--- src/common/tap_params.svh ---
// Purpose: constants of the test access port block
// Assumes: included by bare name
// Notes: instruction codes are four bits wide
`ifndef TAP_PARAMS_SVH
`define TAP_PARAMS_SVH

// ****************************************
// instruction codes
// ****************************************
`define IR_W 4
`define IR_EXTEST 4'h0
`define IR_SAMPRE 4'h1
`define IR_IDREAD 4'h2
`define IR_SELFTEST 4'h7
`define IR_FLOAT_ALL 4'h8
`define IR_BYPASS 4'hF
// fixed pattern loaded in capture of the instruction path
`define IR_CAPTURE 4'h1

// ****************************************
// data register sizes
// ****************************************
`define ID_W 32

`endif

--- src/common/tap_pkg.sv ---
// Purpose: types shared by the test access port files
// Assumes: nothing
// Notes: tap states follow the usual sixteen-state order
package tap_pkg;

  // ****************************************
  // controller states
  // ****************************************
  typedef enum logic [3:0] {
    TLR, RTI, SEL_DR, CAP_DR, SH_DR, EX1_DR, PA_DR, EX2_DR, UPD_DR,
    SEL_IR, CAP_IR, SH_IR, EX1_IR, PA_IR, EX2_IR, UPD_IR
  } tap_state_e;

  // ****************************************
  // pins from the board tester
  // ****************************************
  typedef struct packed {
    logic tck;
    logic tms;
    logic tdi;
    logic trst_n;
  } jtag_pins_s;

endpackage : tap_pkg

--- src/hdl/sync2.sv ---
// Purpose: two-flop synchroniser for a bus of independent levels
// Assumes: each bit is a level, no word coherence needed
// Notes: first stage is read only by the second
`timescale 1ns/1ps
`default_nettype none
module sync2 #(
  parameter int W = 1,
  parameter logic [W-1:0] INIT = '0
) (
  input wire logic mclk,
  input wire logic rstn,
  input wire logic [W-1:0] d,
  output logic [W-1:0] q
);

  typedef struct packed {
    logic [W-1:0] s1;
    logic [W-1:0] s2;
  } sync_s;

  sync_s r_r;
  sync_s r_nxt;

  // shift one stage per clock
  always_comb begin
    r_nxt = r_r;
    r_nxt.s1 = d;
    r_nxt.s2 = r_r.s1;
  end

  // reset to the idle level of each pin
  always_ff @(posedge mclk) begin
    if (!rstn) begin
      r_r <= {INIT, INIT};
    end else begin
      r_r <= r_nxt;
    end
  end

  assign q = r_r.s2;

endmodule : sync2
`default_nettype wire

--- src/hdl/tap_iso.sv ---
// Purpose: test access port with pin isolation mode
// Assumes: tck, tms, tdi, trst_n and pins sampled by mclk
// Notes: tck must be slower than mclk/4; edges found by sampling
`include "tap_params.svh"
`timescale 1ns/1ps
`default_nettype none
module tap_iso
  import tap_pkg::*;
#(
  parameter int BSR_LEN = 8,
  parameter logic [`ID_W-1:0] ID_CODE = 32'h0000_0001 // arbitrary
) (
  input wire logic mclk,
  input wire logic rstn,
  input wire jtag_pins_s jtag,
  output logic tdo_o,
  output logic tdo_oe_n,
  input wire logic reset_n_pin,
  input wire logic lock_in,
  output logic lock_o,
  output logic lock_oe_n,
  input wire logic core_lock,
  input wire logic [BSR_LEN-1:0] pin_in,
  input wire logic [BSR_LEN-1:0] core_out,
  input wire logic [BSR_LEN-1:0] core_oe_n,
  output logic [BSR_LEN-1:0] pin_out,
  output logic [BSR_LEN-1:0] pin_oe_n,
  input wire logic bist_pass,
  output logic bist_run,
  output logic core_hold,
  output logic iso_mode,
  output logic pullup_en
);

  // ****************************************
  // elaboration checks
  // ****************************************
  if (BSR_LEN < 1 || BSR_LEN > 1024) begin : g_chk
    $error("BSR_LEN out of range");
  end

  // ****************************************
  // state
  // ****************************************
  typedef struct packed {
    logic tck_d;
    logic rst_d;
    tap_state_e st;
    logic [`IR_W-1:0] ir_sh;
    logic [`IR_W-1:0] ir;
    logic [`ID_W-1:0] dr_sh;
    logic [BSR_LEN-1:0] bsr_sh;
    logic [BSR_LEN-1:0] bsr_up;
    logic tdo;
    logic tdo_oe_n;
    logic iso;
    logic lock_o;
    logic lock_oe_n;
    logic [BSR_LEN-1:0] pin_out;
    logic [BSR_LEN-1:0] pin_oe_n;
    logic bist_run;
    logic core_hold;
    logic pu_en;
  } tap_s;

  tap_s r_r;
  tap_s r_nxt;

  localparam int SW = 6 + BSR_LEN;
  localparam logic [SW-1:0] SYNC_INIT = {6'b0111_01, {BSR_LEN{1'b0}}};

  logic tck_s;
  logic tms_s;
  logic tdi_s;
  logic trst_s;
  logic rst_s;
  logic lock_s;
  logic [BSR_LEN-1:0] pin_s;
  logic rise;
  logic fall;
  logic sel_id;
  logic sel_bist;
  logic sel_bsr;
  logic extest;

  // ****************************************
  // input synchronisers
  // ****************************************
  // every pin from the tester or board is two-flopped before use
  sync2 #(
    .W(SW),
    .INIT(SYNC_INIT)
  ) u_sync (
    .mclk(mclk),
    .rstn(rstn),
    .d({jtag.tck, jtag.tms, jtag.tdi, jtag.trst_n, reset_n_pin,
        lock_in, pin_in}),
    .q({tck_s, tms_s, tdi_s, trst_s, rst_s, lock_s, pin_s})
  );

  // tck edges found against last sample; no edge means no change
  assign rise = tck_s & ~r_r.tck_d;
  assign fall = ~tck_s & r_r.tck_d;

  // ****************************************
  // instruction decode
  // ****************************************
  // anything not naming a register falls back to bypass
  always_comb begin
    sel_id = (r_r.ir == `IR_IDREAD);
    sel_bist = (r_r.ir == `IR_SELFTEST);
    extest = (r_r.ir == `IR_EXTEST);
    sel_bsr = extest | (r_r.ir == `IR_SAMPRE);
  end

  // standard diagram, one step per rising tck
  function automatic tap_state_e tap_next(tap_state_e s, logic m);
    tap_state_e n;
    n = s;
    case (s)
      TLR: n = m ? TLR : RTI;
      RTI: n = m ? SEL_DR : RTI;
      SEL_DR: n = m ? SEL_IR : CAP_DR;
      CAP_DR: n = m ? EX1_DR : SH_DR;
      SH_DR: n = m ? EX1_DR : SH_DR;
      EX1_DR: n = m ? UPD_DR : PA_DR;
      PA_DR: n = m ? EX2_DR : PA_DR;
      EX2_DR: n = m ? UPD_DR : SH_DR;
      UPD_DR: n = m ? SEL_DR : RTI;
      SEL_IR: n = m ? TLR : CAP_IR;
      CAP_IR: n = m ? EX1_IR : SH_IR;
      SH_IR: n = m ? EX1_IR : SH_IR;
      EX1_IR: n = m ? UPD_IR : PA_IR;
      PA_IR: n = m ? EX2_IR : PA_IR;
      EX2_IR: n = m ? UPD_IR : SH_IR;
      UPD_IR: n = m ? SEL_DR : RTI;
      default: n = TLR;
    endcase
    return n;
  endfunction : tap_next

  // ****************************************
  // next-state logic
  // ****************************************
  always_comb begin
    r_nxt = r_r;
    r_nxt.tck_d = tck_s;
    r_nxt.rst_d = rst_s;
    // rising tck: step controller, capture and shift
    if (rise) begin
      r_nxt.st = tap_next(r_r.st, tms_s);
      case (r_r.st)
        CAP_IR: begin
          r_nxt.ir_sh = `IR_CAPTURE;
        end
        SH_IR: begin
          r_nxt.ir_sh = {tdi_s, r_r.ir_sh[`IR_W-1:1]};
        end
        CAP_DR: begin
          if (sel_bsr) begin
            r_nxt.bsr_sh = pin_s;
          end else if (sel_id) begin
            r_nxt.dr_sh = ID_CODE;
          end else if (sel_bist) begin
            r_nxt.dr_sh = {{(`ID_W-1){1'b0}}, bist_pass};
          end else begin
            r_nxt.dr_sh = '0;
          end
        end
        SH_DR: begin
          // only the selected path moves toward tdo
          if (sel_bsr) begin
            r_nxt.bsr_sh = {tdi_s, r_r.bsr_sh[BSR_LEN-1:1]};
          end else if (sel_id) begin
            r_nxt.dr_sh = {tdi_s, r_r.dr_sh[`ID_W-1:1]};
          end else begin
            r_nxt.dr_sh[0] = tdi_s;
          end
        end
        default: begin
        end
      endcase
    end
    // falling tck: drive tdo and apply updates
    if (fall) begin
      case (r_r.st)
        SH_IR: begin
          r_nxt.tdo = r_r.ir_sh[0];
          r_nxt.tdo_oe_n = 1'b0;
        end
        SH_DR: begin
          r_nxt.tdo = sel_bsr ? r_r.bsr_sh[0] : r_r.dr_sh[0];
          r_nxt.tdo_oe_n = 1'b0;
        end
        UPD_IR: begin
          // new code replaces old; float-all isolation and self-test core hold stay set until a system reset
          r_nxt.ir = r_r.ir_sh;
          r_nxt.tdo_oe_n = 1'b1;
          if (r_r.ir_sh == `IR_FLOAT_ALL) begin
            r_nxt.iso = 1'b1;
          end
        end
        UPD_DR: begin
          if (sel_bsr) begin
            r_nxt.bsr_up = r_r.bsr_sh;
          end
          r_nxt.tdo_oe_n = 1'b1;
        end
        TLR: begin
          r_nxt.ir = `IR_IDREAD;
          r_nxt.tdo_oe_n = 1'b1;
        end
        default: begin
          r_nxt.tdo_oe_n = 1'b1;
        end
      endcase
    end
    // trst overrides tck activity on state, ir and tdo enable
    if (!trst_s) begin
      r_nxt.st = TLR;
      r_nxt.ir = `IR_IDREAD;
      r_nxt.tdo_oe_n = 1'b1;
    end
    // self-test holds the core until a system reset with another code in ir
    r_nxt.bist_run = (r_nxt.ir == `IR_SELFTEST);
    if (r_nxt.bist_run) begin
      r_nxt.core_hold = 1'b1;
    end
    // lock pin latched as reset rises; high exits, low enters
    // a float-all code landing in the same cycle wins unless isolation was already set
    if (rst_s && !r_r.rst_d) begin
      r_nxt.iso = ~lock_s | (r_nxt.iso & ~r_r.iso);
      r_nxt.core_hold = r_nxt.bist_run;
    end
    // pin drivers follow the registered mode
    r_nxt.lock_o = core_lock;
    r_nxt.lock_oe_n = ~(rst_s & ~r_nxt.iso);
    r_nxt.pin_out = extest ? r_r.bsr_up : core_out;
    r_nxt.pin_oe_n = r_nxt.iso ? '1 : (extest ? '0 : core_oe_n);
    r_nxt.pu_en = ~r_nxt.iso;
  end

  // ****************************************
  // state register
  // ****************************************
  // controller and shift registers hold when tck is still; trst, the reset pin and pin drivers act without tck edges
  always_ff @(posedge mclk) begin
    if (!rstn) begin
      r_r <= '0;
      r_r.st <= TLR;
      r_r.ir <= `IR_IDREAD;
      r_r.tdo_oe_n <= 1'b1;
      r_r.lock_oe_n <= 1'b1;
      r_r.pin_oe_n <= '1;
      r_r.pu_en <= 1'b1;
    end else begin
      r_r <= r_nxt;
    end
  end

  // outputs straight from flops
  assign tdo_o = r_r.tdo;
  assign tdo_oe_n = r_r.tdo_oe_n;
  assign lock_o = r_r.lock_o;
  assign lock_oe_n = r_r.lock_oe_n;
  assign pin_out = r_r.pin_out;
  assign pin_oe_n = r_r.pin_oe_n;
  assign bist_run = r_r.bist_run;
  assign core_hold = r_r.core_hold;
  assign iso_mode = r_r.iso;
  assign pullup_en = r_r.pu_en;

  // ****************************************
  // assertions
  // ****************************************
  a_trst_to_tlr: assert property (@(posedge mclk) disable iff (!rstn)
    !trst_s |=> r_r.st == TLR && r_r.ir == `IR_IDREAD)
    else $error("trst did not reset controller");

  a_tlr_loads_id: assert property (@(posedge mclk) disable iff (!rstn)
    fall && r_r.st == TLR |=> r_r.ir == `IR_IDREAD)
    else $error("test-logic-reset kept other code");

  a_hold_no_edge: assert property (@(posedge mclk) disable iff (!rstn)
    !rise && !fall && trst_s |=> $stable(r_r.st)
      && $stable(r_r.ir_sh) && $stable(r_r.dr_sh))
    else $error("state moved without tck edge");

  a_tdo_on_fall: assert property (@(posedge mclk) disable iff (!rstn)
    $changed(tdo_o) |-> $past(fall))
    else $error("tdo changed off falling edge");

  a_tdo_float: assert property (@(posedge mclk) disable iff (!rstn)
    fall && r_r.st != SH_IR && r_r.st != SH_DR |=> tdo_oe_n)
    else $error("tdo driven outside shift");

  a_ir_capture: assert property (@(posedge mclk) disable iff (!rstn)
    rise && r_r.st == CAP_IR |=> r_r.ir_sh == `IR_CAPTURE)
    else $error("instruction capture pattern wrong");

  a_bypass_pass: assert property (@(posedge mclk) disable iff (!rstn)
    rise && r_r.st == SH_DR && r_r.ir == `IR_BYPASS
      |=> r_r.dr_sh[0] == $past(tdi_s))
    else $error("bypass stage lost data");

  a_iso_enter: assert property (@(posedge mclk) disable iff (!rstn)
    rst_s && !r_r.rst_d && !lock_s |=> iso_mode ##1 &pin_oe_n
      && !pullup_en)
    else $error("isolation not entered at reset");

  a_iso_exit: assert property (@(posedge mclk) disable iff (!rstn)
    rst_s && !r_r.rst_d && lock_s |=> !iso_mode)
    else $error("isolation not left at reset");

  a_float_instr: assert property (@(posedge mclk) disable iff (!rstn)
    fall && r_r.st == UPD_IR && r_r.ir_sh == `IR_FLOAT_ALL
      && trst_s |=> iso_mode)
    else $error("float-all code ignored");

  a_lock_input: assert property (@(posedge mclk) disable iff (!rstn)
    !rst_s |=> lock_oe_n)
    else $error("lock pin driven in reset");

endmodule : tap_iso
`default_nettype wire

--- config.mk ---
export PLATFORM = sky130hd
export DESIGN_NAME = tap_iso
export DESIGN_NICKNAME = d
export VERILOG_FILES = /design/src/common/tap_pkg.sv /design/src/hdl/sync2.sv /design/src/hdl/tap_iso.sv
export VERILOG_INCLUDE_DIRS = /design/src /design/src/common
export SDC_FILE = /design/constraint.sdc
export NUM_CORES = 1
export LEC_CHECK = 0
export BUFFER_PORTS_ARGS = -buffer_cell sky130_fd_sc_hd__buf_2
export CAP_MARGIN = 20
export CORE_MARGIN = 1.5
export CORE_UTILIZATION = 50
export DETAILED_ROUTE_END_ITERATION = 10
export PLACE_DENSITY = 0.7
export RECOVER_POWER = 25
export SLEW_MARGIN = 20
export SYNTH_ARGS = -nofsm -noshare
export SYNTH_HDL_FRONTEND = slang
export SYNTH_HIERARCHICAL = 1
export SYNTH_SLANG_ARGS = --single-unit
--- constraint.sdc ---
create_clock -name mclk -period 2 [get_ports mclk]
set_input_delay 0.2 -clock mclk [delete_from_list [all_inputs] [get_ports mclk]]
set_output_delay 0.2 -clock mclk [all_outputs]
set_load 0.02 [all_outputs]
==> summary.md, run 1 <==
| Metric | Value |
|---|---|
| Final core occ | `66.1%` |
| Chip Width | `98.4 um` |
| Most common cell after layout, fill and taps aside | `dfxtp_1` |
| IO buf count | `57` |
| IO Pins | `58` |
| Leakage power | `2.25 nW` |
| Clock power frac | `53.0%` |
| Num CTS Buffers | `17` |
| EDFF count, synth | `0` |
| Vias post-DR | `3815` |
| Met3 Resource Use GR | `6.67%` |
| Sw Share | `22.2%` |
| Clock sink total | `114` |
| Startpoint types | `flop` |
| # diodes | `0` |
| CP Capture Type | `flop` |
| Worst Hold Class | `in2reg` |
| Cells after Synth | `500` |
| Synthesized area per cell | `9.11 um2` |
| GR peak layer | `met2` |
| Setup CP Type | `reg2reg` |
| Worst endpoint required time | `2410 ps` |
| Most frequent cells in the layout | `dfxtp_1, buf_2, a21oi_1, nand2_1, nand4_1` |
| Root Buffer | `clkbuf_8` |
| Final WL | `9730 um` |
| Largest net degree at the start of global routing | `63` |
| GR Overflow Total | `0` |
| Register area share after synthesis | `50.1%` |
| Setup slack, reg-to-reg | `170 ps` |
| All-Layer GR Usage | `21.0%` |
| First-pass GRT wire length | `16300 um` |
| Final setup violation count | `0` |
| Core Region | `8760 um2` |
| Flops & latches, synth | `114` |
| Status | `finished, final reports clean` |
| Antenna violations before repair | `0` |
| Netlist cell types | `59` |
| Share of cells above drive strength 1 | `21.8%` |
| Via count of the first global-routing pass | `3427` |
| Combinational Power Share | `4.3%` |
| Met2 Use GR | `32.0%` |
| Pwr Total | `5.48 mW` |
| Final Hold Vio Count | `0` |
| Dpl ws | `183 ps` |
| Final Slew Violations | `0` |
| Area Overhead vs Synth | `27.2%` |
| Post-Syn Nets | `534` |
| Max Freq | `547 MHz` |
| Top_reg_cell synth | `dfxtp_1` |
| Initial DRC count | `211` |
| Ys Warns | `6` |
| Clk pin slew, worst setup/hold paths | `60 ps` |
| Vias per inst | `5.49` |
| Pint | `4.26 mW` |
| CTS max path bufs | `2` |
| DRC | `0` |
| Worst setup margin | `173 ps` |
| Seq pwr share | `42.6%` |
| Drt wl/cell | `14.0 um` |
| MaxCap Viol Count | `0` |
| Syn Std Cell Area | `4550 um2` |
| Initial Util | `52.0%` |
| Die ar. | `9690 um2` |
| Postcts setup bufs | `0` |
| Placer Congestion | `0.850` |
| Async SR Flop Fraction | `0%` |
| Worst Path Max Fanout | `16` |
| Die Height | `98.4 um` |
| Clk Latency, worst-skew pair | `510 ps` |
| Worst Tran Pin Value | `645 ps` |
| Arrival time at the worst endpoint | `2230 ps` |
| Fin crit period | `1830 ps` |
| Power per cell area | `946 nW/um2` |
| RSZ-0062 raised after global routing | `false` |
| First-pass DRT Iterations | `4` |
| Routed Antenna Nets | `0` |
| Slew HR | `57.0%` |
| VDD IR max | `0.000587 V` |
| Number of fill cells in the layout | `667` |
| Num rows | `34` |
| Final Skew | `7.11 ps` |
| Met1 Use GR | `27.9%` |
| Final #Nets | `608` |
| CTS tree | `built` |
| Synth area leaders | `dfxtp_1, a21oi_1, nand4_1` |
| Setup TNS | `0 ps` |
| Final period util | `91.3%` |
| Synth top area share | `50.1%` |
| Htree depth | `4` |
| Post-DP HPWL | `5850 um` |
| Cell type with the largest total area after synthesis | `dfxtp_1` |
| P_sw | `1.22 mW` |
registers in the layout, summed over array words and instances (netlist names):
register      flops
pin_out           8
pullup_en         1
u_sync/q         14
r_r              62
tdo_o             1
core_hold         1
u_sync/r_nxt     14
lock_oe_n         1
pin_oe_n          8
tdo_oe_n          1
bist_run          1
iso_mode          1
lock_o            1
per-stage QoR:
step                      area [um2]  hold slack (ps)  instances
after floorplan                 4550              296        500
after global placement          4900              378        632
after detailed placement        4900              380        632
after CTS                       5800             6.99        695
after global routing            5790             7.32        695
final                           5790             26.7        695
synthesized netlist by cell type, types with 7 or more instances:
library cell / number
mux2i_1: 10
buf_4: 16
clkbuf_1: 28
and2_2: 10
buf_2: 9
a21oi_1: 48
a311oi_1: 7
a21o_1: 8
dfxtp_1: 114
o21ai_1: 32
nor2_1: 29
and2_1: 14
or2b_1: 8
nand2b_1: 7
o21ai_0: 8
nand2_1: 44
nand4_1: 33
worst max-delay path, cell delays in order, from the launching register on:
cell	delay, ps
dfxtp_1	330
or3_1	510
a2111oi_4	300
buf_4	260
nor2_1	70
a311oi_1	250
metal layers:
layer / share of wire, % / vias up / wire length [um]
met5: 0 / - / 0
met4: 1.5 / 0 / 146
met3: 5.5 / 13 / 531
met1: 47 / 1747 / 4560
li1: - / 1922 / -
met2: 46 / 133 / 4500
path summary, 6_finish.rpt:
check | start | to | cells after the start
setup / recovery | r_r[73] | r_r[37] | 5
hold / removal | rstn | u_sync/q[12] | 2
setup reg to reg | r_r[73] | r_r[37] | 5
hold reg to reg | u_sync/r_nxt[11] | u_sync/q[11] | 1
what timing repair did:
| action | in CTS | in global routing |
|---|---|---|
| hold buffers | 31 | 0 |
| gates resized for setup | 0 | 0 |
| endpoints found under the hold margin | 31 | 0 |
cells by family (layout without fill, tap and decap cells):
| group | count (synthesis) | in the layout | share of synthesized area (%) |
|---|---|---|---|
| AO/OA/AOI/OAI | 131 | 131 | 18.4 |
| buffers and inverters | 62 | 149 | 6.90 |
| flip-flops | 114 | 114 | 50.1 |
| multiplexers | 10 | 10 | 2.20 |
| AND/OR/NAND/NOR | 183 | 183 | 22.4 |
final cells by class:
class	count	area (um2)	area share, %
well taps	108	135	2.33
repair buffers	111	802	13.8
inverters	6	22.5	0.389
clock inverters	13	153	2.63
multi-input cells	324	1970	34.0
flip-flops and latches	114	2280	39.4
clock buffers	19	432	7.45
power groups by stage:
stage | combinational, mW | sequential [mW] | clock (mW)
finish | 0.237 | 2.34 | 2.91
global route | 0.258 | 2.34 | 3.08
CTS | 0.236 | 2.34 | 2.95
detailed placement | 0.190 | 2.38 | 0
global placement | 0.186 | 2.38 | 0
floorplan | 0.139 | 2.38 | 0
Power figures use the tool's default switching activity.
==> run 2, diff against run 1 <==
Settings changed: CORE_UTILIZATION 50 to 36, PLACE_DENSITY 0.7 to default.
Clock period 2 ns to 1.5 ns, I/O delays scaled along.
==> summary.md, run 2 (synthesis results as in run 1) <==
| Metric | Value |
|---|---|
| Clk Latency, worst-skew pair | `410 ps (-100 ps)` |
| Worst endpoint required time | `1780 ps (-630 ps)` |
| Most common cell after layout, fill and taps aside | `dfxtp_1` |
| DRC | `0 (unchanged)` |
| Worst Hold Class | `in2reg` |
| Die ar. | `13300 um2 (+38%)` |
| Fin crit period | `1770 ps (-60.6 ps)` |
| Final #Nets | `652 (+7.2%)` |
| RSZ-0062 raised after global routing | `true` |
| Final period util | `118% (+26 points)` |
| VDD IR max | `0.000738 V (+26%)` |
| Power per cell area | `1110 nW/um2 (+18%)` |
| Most frequent cells in the layout | `dfxtp_1, buf_2, a21oi_1, buf_4, nand2_1` |
| Largest net degree at the start of global routing | `63 (unchanged)` |
| Worst Path Max Fanout | `6 (-10)` |
| Initial DRC count | `179 (-15%)` |
| Post-route cell area | `6560 um2 (+13%)` |
| Setup TNS | `-9590 ps (-9590 ps)` |
| Dpl ws | `-207 ps (-389 ps)` |
| Number of fill cells in the layout | `1043 (+56%)` |
| Worst setup margin | `-266 ps (-439 ps)` |
| Register Area | `2290 um2 (+0.49%)` |
| Area Overhead vs Synth | `44.1%` |
| CTS max path bufs | `2 (unchanged)` |
| Final Skew | `8.89 ps (+1.79 ps)` |
| CP Capture Type | `flop` |
| IO Pins | `58 (unchanged)` |
| Drt wl/cell | `13.7 um (-2.1%)` |
| Routed Antenna Nets | `0 (unchanged)` |
| IO buf count | `57 (unchanged)` |
| Status | `complete, but fails checks` |
| Final Slew Violations | `0 (unchanged)` |
| Share of cells above drive strength 1 | `34.1% (+12 points)` |
| Multi-input gate area | `2200 um2 (+12%)` |
| Vias per inst | `5.07 (-7.6%)` |
| Initial Util | `37.4% (-15 points)` |
| Final setup violation count | `57 (+57)` |
| Placer Congestion | `0.824 (-3.1%)` |
| Core Region | `12200 um2 (+39%)` |
| All-Layer GR Usage | `16.6% (-4.4 points)` |
| Final WL | `10900 um (+12%)` |
| Setup CP Type | `reg2reg` |
| Antenna violations before repair | `0 (unchanged)` |
| Vias post-DR | `4049 (+6.1%)` |
| CTS tree | `built` |
| Post-DP HPWL | `6610 um (+13%)` |
| Slowest cell on crit path | `or3b_4` |
| Worst Tran Pin Value | `422 ps (-223 ps)` |
| Num rows | `40 (+18%)` |
| CP max stage delay | `440 ps (-70 ps)` |
| Final Hold Vio Count | `0 (unchanged)` |
| Failing checks | `negative setup slack` |
| First-pass GRT wire length | `17700 um (+9.0%)` |
| Leakage power | `2.59 nW (+15%)` |
| Chip Width | `115 um (+17%)` |
| Clk pin slew, worst setup/hold paths | `50 ps (about the same)` |
| # diodes | `0 (unchanged)` |
| First-pass DRT Iterations | `5 (+1)` |
| MaxCap Viol Count | `0 (unchanged)` |
| Via count of the first global-routing pass | `3848 (+12%)` |
| Die Height | `115 um (+17%)` |
| DP Area | `5310 um2 (+8.2%)` |
| Crit path cell chain | `or3b_4 > a2111oi_4 > buf_4 > clkbuf_16 > buf_6 > a311oi_2` |
| Arrival time at the worst endpoint | `2050 ps (-180 ps)` |
| Max Freq | `566 MHz (+3.4%)` |
| Slew HR | `71.7% (+15 points)` |
| Num CTS Buffers | `17 (unchanged)` |
| Root Buffer | `clkbuf_16` |
| Most flop-heavy register | `r_r` |
| GR Overflow Total | `0 (unchanged)` |
| Htree depth | `4 (unchanged)` |
| Max reg flops | `62 (unchanged)` |
| Startpoint types | `flop` |
| Clock sink total | `114 (unchanged)` |
## run 2: routing by layer
metal  wire length [um]  vias to the layer above  track usage [%]
met5                  0                        -                0
met4                159                        0             6.75
met3                317                       15             4.39
met2               5470                       75             27.1
met1               5000                     1944             20.8
li1                   -                     2015                -
## run 2: repair_timing
item                       CTS  global route
setup endpoints to repair   69            77
hold buffers                30             0
pin swaps                    5            17
buffers inserted             2             9
gates cloned                 0             2
hold endpoints to repair    30             0
gates resized for setup     16            46
## run 2: final timing paths
path	from	end	slack, ps	cells past startpoint
max	r_r[81]	r_r[39]	-270	6
min	core_out[0]	pin_out[0]	50	3
max reg2reg	r_r[81]	r_r[39]	-270	6
min reg2reg	u_sync/r_nxt[8]	u_sync/q[8]	400	1
## run 2: layout make-up
type                            instances  area share, %
Clock buffer                           21           6.86
Clock inverter                         10           1.70
Inverter                                6          0.343
Multi-Input combinational cell        324           33.5
Sequential cell                       114           34.9
Tap cell                              168           3.20
Timing Repair Buffer                  155           19.5
## run 2: critical path, delay by kind of cell, from the launching register on
kind / cells / cell delay, ps
AO/OA/AOI/OAI: 2 / 420
buffers and inverters: 3 / 440
flip-flops: 1 / 340
AND/OR/NAND/NOR: 1 / 440
## run 2: stage by stage
stage          instances  power, mW  utilization [%]  hold WS, ps
2_1_floorplan        500       3.36                -          246
3_3_place_gp         724       3.46             43.6          327
3_5_place_dp         724       3.47             43.6          333
4_1_cts              787       7.35             51.4         38.1
5_1_grt              798       7.55             54.0         43.9
6_report             798       7.30             54.0         52.4
## run 2: power breakdown
part           total, mW  switching (mW)  internal, mW
Combinational      0.367           0.176         0.191
Clock               3.81            1.35          2.46
Sequential          3.12          0.0239          3.10
Total               7.30            1.55          5.75
==> run 3, diff against run 2 <==
Settings changed: ABC_AREA from default to 1, HOLD_SLACK_MARGIN from default to 0.15.
==> summary.md, run 3 <==
| Metric | Value |
|---|---|
| Final Slew Violations | `0 (unchanged)` |
| First-pass GRT wire length | `18700 um (+5.3%)` |
| MaxCap Viol Count | `0 (unchanged)` |
| Startpoint types | `flop` |
| Top_reg_cell synth | `dfxtp_1` |
| Synth area leaders | `dfxtp_1, nand2_1, nor2_1` |
| Post-DP HPWL | `7000 um (+5.9%)` |
| Ys Warns | `6 (unchanged)` |
| Cells after Synth | `640 (+28%)` |
| CP Capture Type | `flop` |
| Leakage power | `3.18 nW (+23%)` |
| Largest net degree at the start of global routing | `46 (-27%)` |
| Drt wl/cell | `12.5 um (-9.1%)` |
| Routed Antenna Nets | `0 (unchanged)` |
| Synth top area share | `49.7% (-0.42 points)` |
| Clk Latency, worst-skew pair | `410 ps (about the same)` |
| Clock sink total | `114 (unchanged)` |
| Max reg flops | `62 (unchanged)` |
| Worst endpoint required time | `1840 ps (+60 ps)` |
| Final Hold Vio Count | `0 (unchanged)` |
| Hold Path Depth | `7 (+4)` |
| Register Area | `2300 um2 (+0.33%)` |
| Setup slack, reg-to-reg | `-30 ps (+230 ps)` |
| Die Height | `116 um (+0.42%)` |
| Initial Util | `36.7% (-0.75 points)` |
| Arrival time at the worst endpoint | `1870 ps (-180 ps)` |
| Final Skew | `5.68 ps (-3.22 ps)` |
| Die ar. | `13400 um2 (+0.83%)` |
| Cell type with the largest total area after synthesis | `dfxtp_1` |
| Slew HR | `52.9% (-19 points)` |
| Failing checks | `negative setup slack` |
| Number of fill cells in the layout | `1167 (+12%)` |
| Max Freq | `652 MHz (+15%)` |
| Most common cell after layout, fill and taps aside | `nand2_1` |
| Num CTS Buffers | `17 (unchanged)` |
| Most frequent cells in the layout | `nand2_1, dfxtp_1, nor2_1, inv_1, buf_2` |
| Final core occ | `54.0% (about the same)` |
| Status | `complete, but fails checks` |
| WHS Endpoint | `r_r[40]` |
| Flops & latches, synth | `114 (unchanged)` |
| Fin crit period | `1530 ps (-232 ps)` |
| Initial DRC count | `181 (+1.1%)` |
| # diodes | `0 (unchanged)` |
| Top-count cell post-synth | `nand2_1` |
| Worst Path Max Fanout | `8 (+2)` |
| Core Region | `12500 um2 (+2.9%)` |
| DRT met1 WL | `5440 um (+8.8%)` |
| Post-Syn Nets | `674 (+26%)` |
| IO Pins | `58 (unchanged)` |
| Pwr Total | `7.55 mW (+3.4%)` |
| Register area share after synthesis | `49.7% (-0.42 points)` |
| DRC | `0 (unchanged)` |
| R2R Path Start | `r_r[80]` |
| Vias post-DR | `4346 (+7.3%)` |
| First-pass DRT Iterations | `4 (-1)` |
| Clk pin slew, worst setup/hold paths | `50 ps (about the same)` |
| Chip Width | `116 um (+0.42%)` |
| Final WL | `11900 um (+8.8%)` |
| Multi-input gate area | `2090 um2 (-5.0%)` |
| Via count of the first global-routing pass | `4154 (+8.0%)` |
| CTS max path bufs | `2 (unchanged)` |
| Syn Std Cell Area | `4590 um2 (+0.85%)` |
| EDFF count, synth | `0 (unchanged)` |
| Htree depth | `4 (unchanged)` |
| Async SR Flop Fraction | `0% (unchanged)` |
| DR WL met3 | `337 um (+6.3%)` |
| Power per cell area | `1120 nW/um2 (+0.35%)` |
| R2R cell count | `8 (+2)` |
| VDD IR max | `0.000939 V (+27%)` |
| Final period util | `102% (-15 points)` |
| All-Layer GR Usage | `17.8% (+1.3 points)` |
| Setup TNS | `-350 ps (+9240 ps)` |
| Worst Hold Class | `in2reg` |
| Placer Congestion | `0.854 (+3.7%)` |
| Num rows | `41 (+2.5%)` |
| Worst reg2reg endpoint | `r_r[48]` |
| Synthesized area per cell | `7.18 um2 (-21%)` |
| Top Metal Used | `met4` |
| CTS tree | `built` |
| Share of cells above drive strength 1 | `30.4% (-3.7 points)` |
| Final setup violation count | `26 (-54%)` |
| Routed length on met2 | `5910 um (+8.1%)` |
| RSZ-0062 raised after global routing | `true` |
| Worst Tran Pin Value | `706 ps (+284 ps)` |
| Final #Nets | `806 (+24%)` |
| Hold wc startpoint | `bist_pass` |
| Setup CP Type | `reg2reg` |
| Worst setup margin | `-33.8 ps (+232 ps)` |
| Area Overhead vs Synth | `47.2%` |
| GR Overflow Total | `0 (unchanged)` |
| Root Buffer | `clkbuf_16` |
| Antenna violations before repair | `0 (unchanged)` |
| Vias per inst | `4.55 (-10%)` |
| Most flop-heavy register | `r_r` |
| IO buf count | `57 (unchanged)` |
| Netlist cell types | `26 (-56%)` |
| Synth top cells by count | `nand2_1, dfxtp_1, nor2_1, inv_1, o21ai_0` |
## run 3: cell types whose count changed in the layout (fill, tap and decap cells not counted), sizes merged, moves of 9 or more
| cell | change |
|---|---|
| a21oi | -16 |
| a311oi | -9 |
| mux2i | -10 |
| nor2 | +75 |
| nand4 | -31 |
| inv | +64 |
| and2 | -24 |
| nand3 | +36 |
| nand2 | +128 |
## run 3: timing repair
action                                 in CTS  in global routing
resized for setup                          12                138
cloned                                      1                  5
hold buffers                               38                  0
pin swaps                                   1                 15
buffers inserted                            2                  8
endpoints found under the hold margin      31                  0
setup endpoints to repair                  53                 77
## run 3: worst max-delay path: stages (launching register included)
cell      delay, ps
dfxtp_4         360
nor2_2          170
nand2_4          90
a21oi_4         300
nand2_2         140
clkinv_4        120
buf_12          150
nor2_1           50
nor2_1           90
## run 3: how the worst max path moves through the flow
stage | startpoint | end | slack [ps] | cells past startpoint
finish | r_r[80] | r_r[48] | -30 | 8
detailed placement | r_r[82] | r_r[33] | -110 | 8
global placement | r_r[82] | r_r[49] | -90 | 9
floorplan | r_r[80] | r_r[38] | 40 | 9
global route | r_r[83] | r_r[53] | -110 | 10
CTS | r_r[83] | r_r[76] | 4 | 9
## run 3: area by class of cell
type                            count  share of cell area [%]
Sequential cell                   114                    34.0
Clock inverter                      5                    1.48
Timing Repair Buffer              157                    19.0
Clock buffer                       25                    7.33
Tap cell                          172                    3.18
Multi-Input combinational cell    411                    30.9
Inverter                           71                    4.09
## run 3: kinds of logic after synthesis
kind of cell,synth area share (%)
compound gates,9.40
buf+inv,12.0
simple gates,28.9
flops,49.7
## run 3: metal layers
layer	GRT usage, %	up-vias
li1	-	2233
met1	21.6	2020
met2	30.2	78
met4	7.56	0
met5	0	-
met3	4.50	15
## run 3: per-stage QoR
stage / cells / hold WS, ps / setup slack [ps] / instance area (um2)
final: 955 / 371 / -33.8 / 6760
after global routing: 955 / 410 / -108 / 6760
after CTS: 944 / 216 / 4.01 / 6230
after detailed placement: 873 / 329 / -114 / 5200
after global placement: 873 / 328 / -94.7 / 5200
after floorplan: 640 / 235 / 38.6 / 4590
## run 3: power breakdown
group          internal, mW  switching (mW)  leakage, nW  total [mW]
combinational         0.186           0.206         1.95       0.392
sequential             3.09          0.0219        0.933        3.11
clock                  2.76            1.28        0.293        4.04
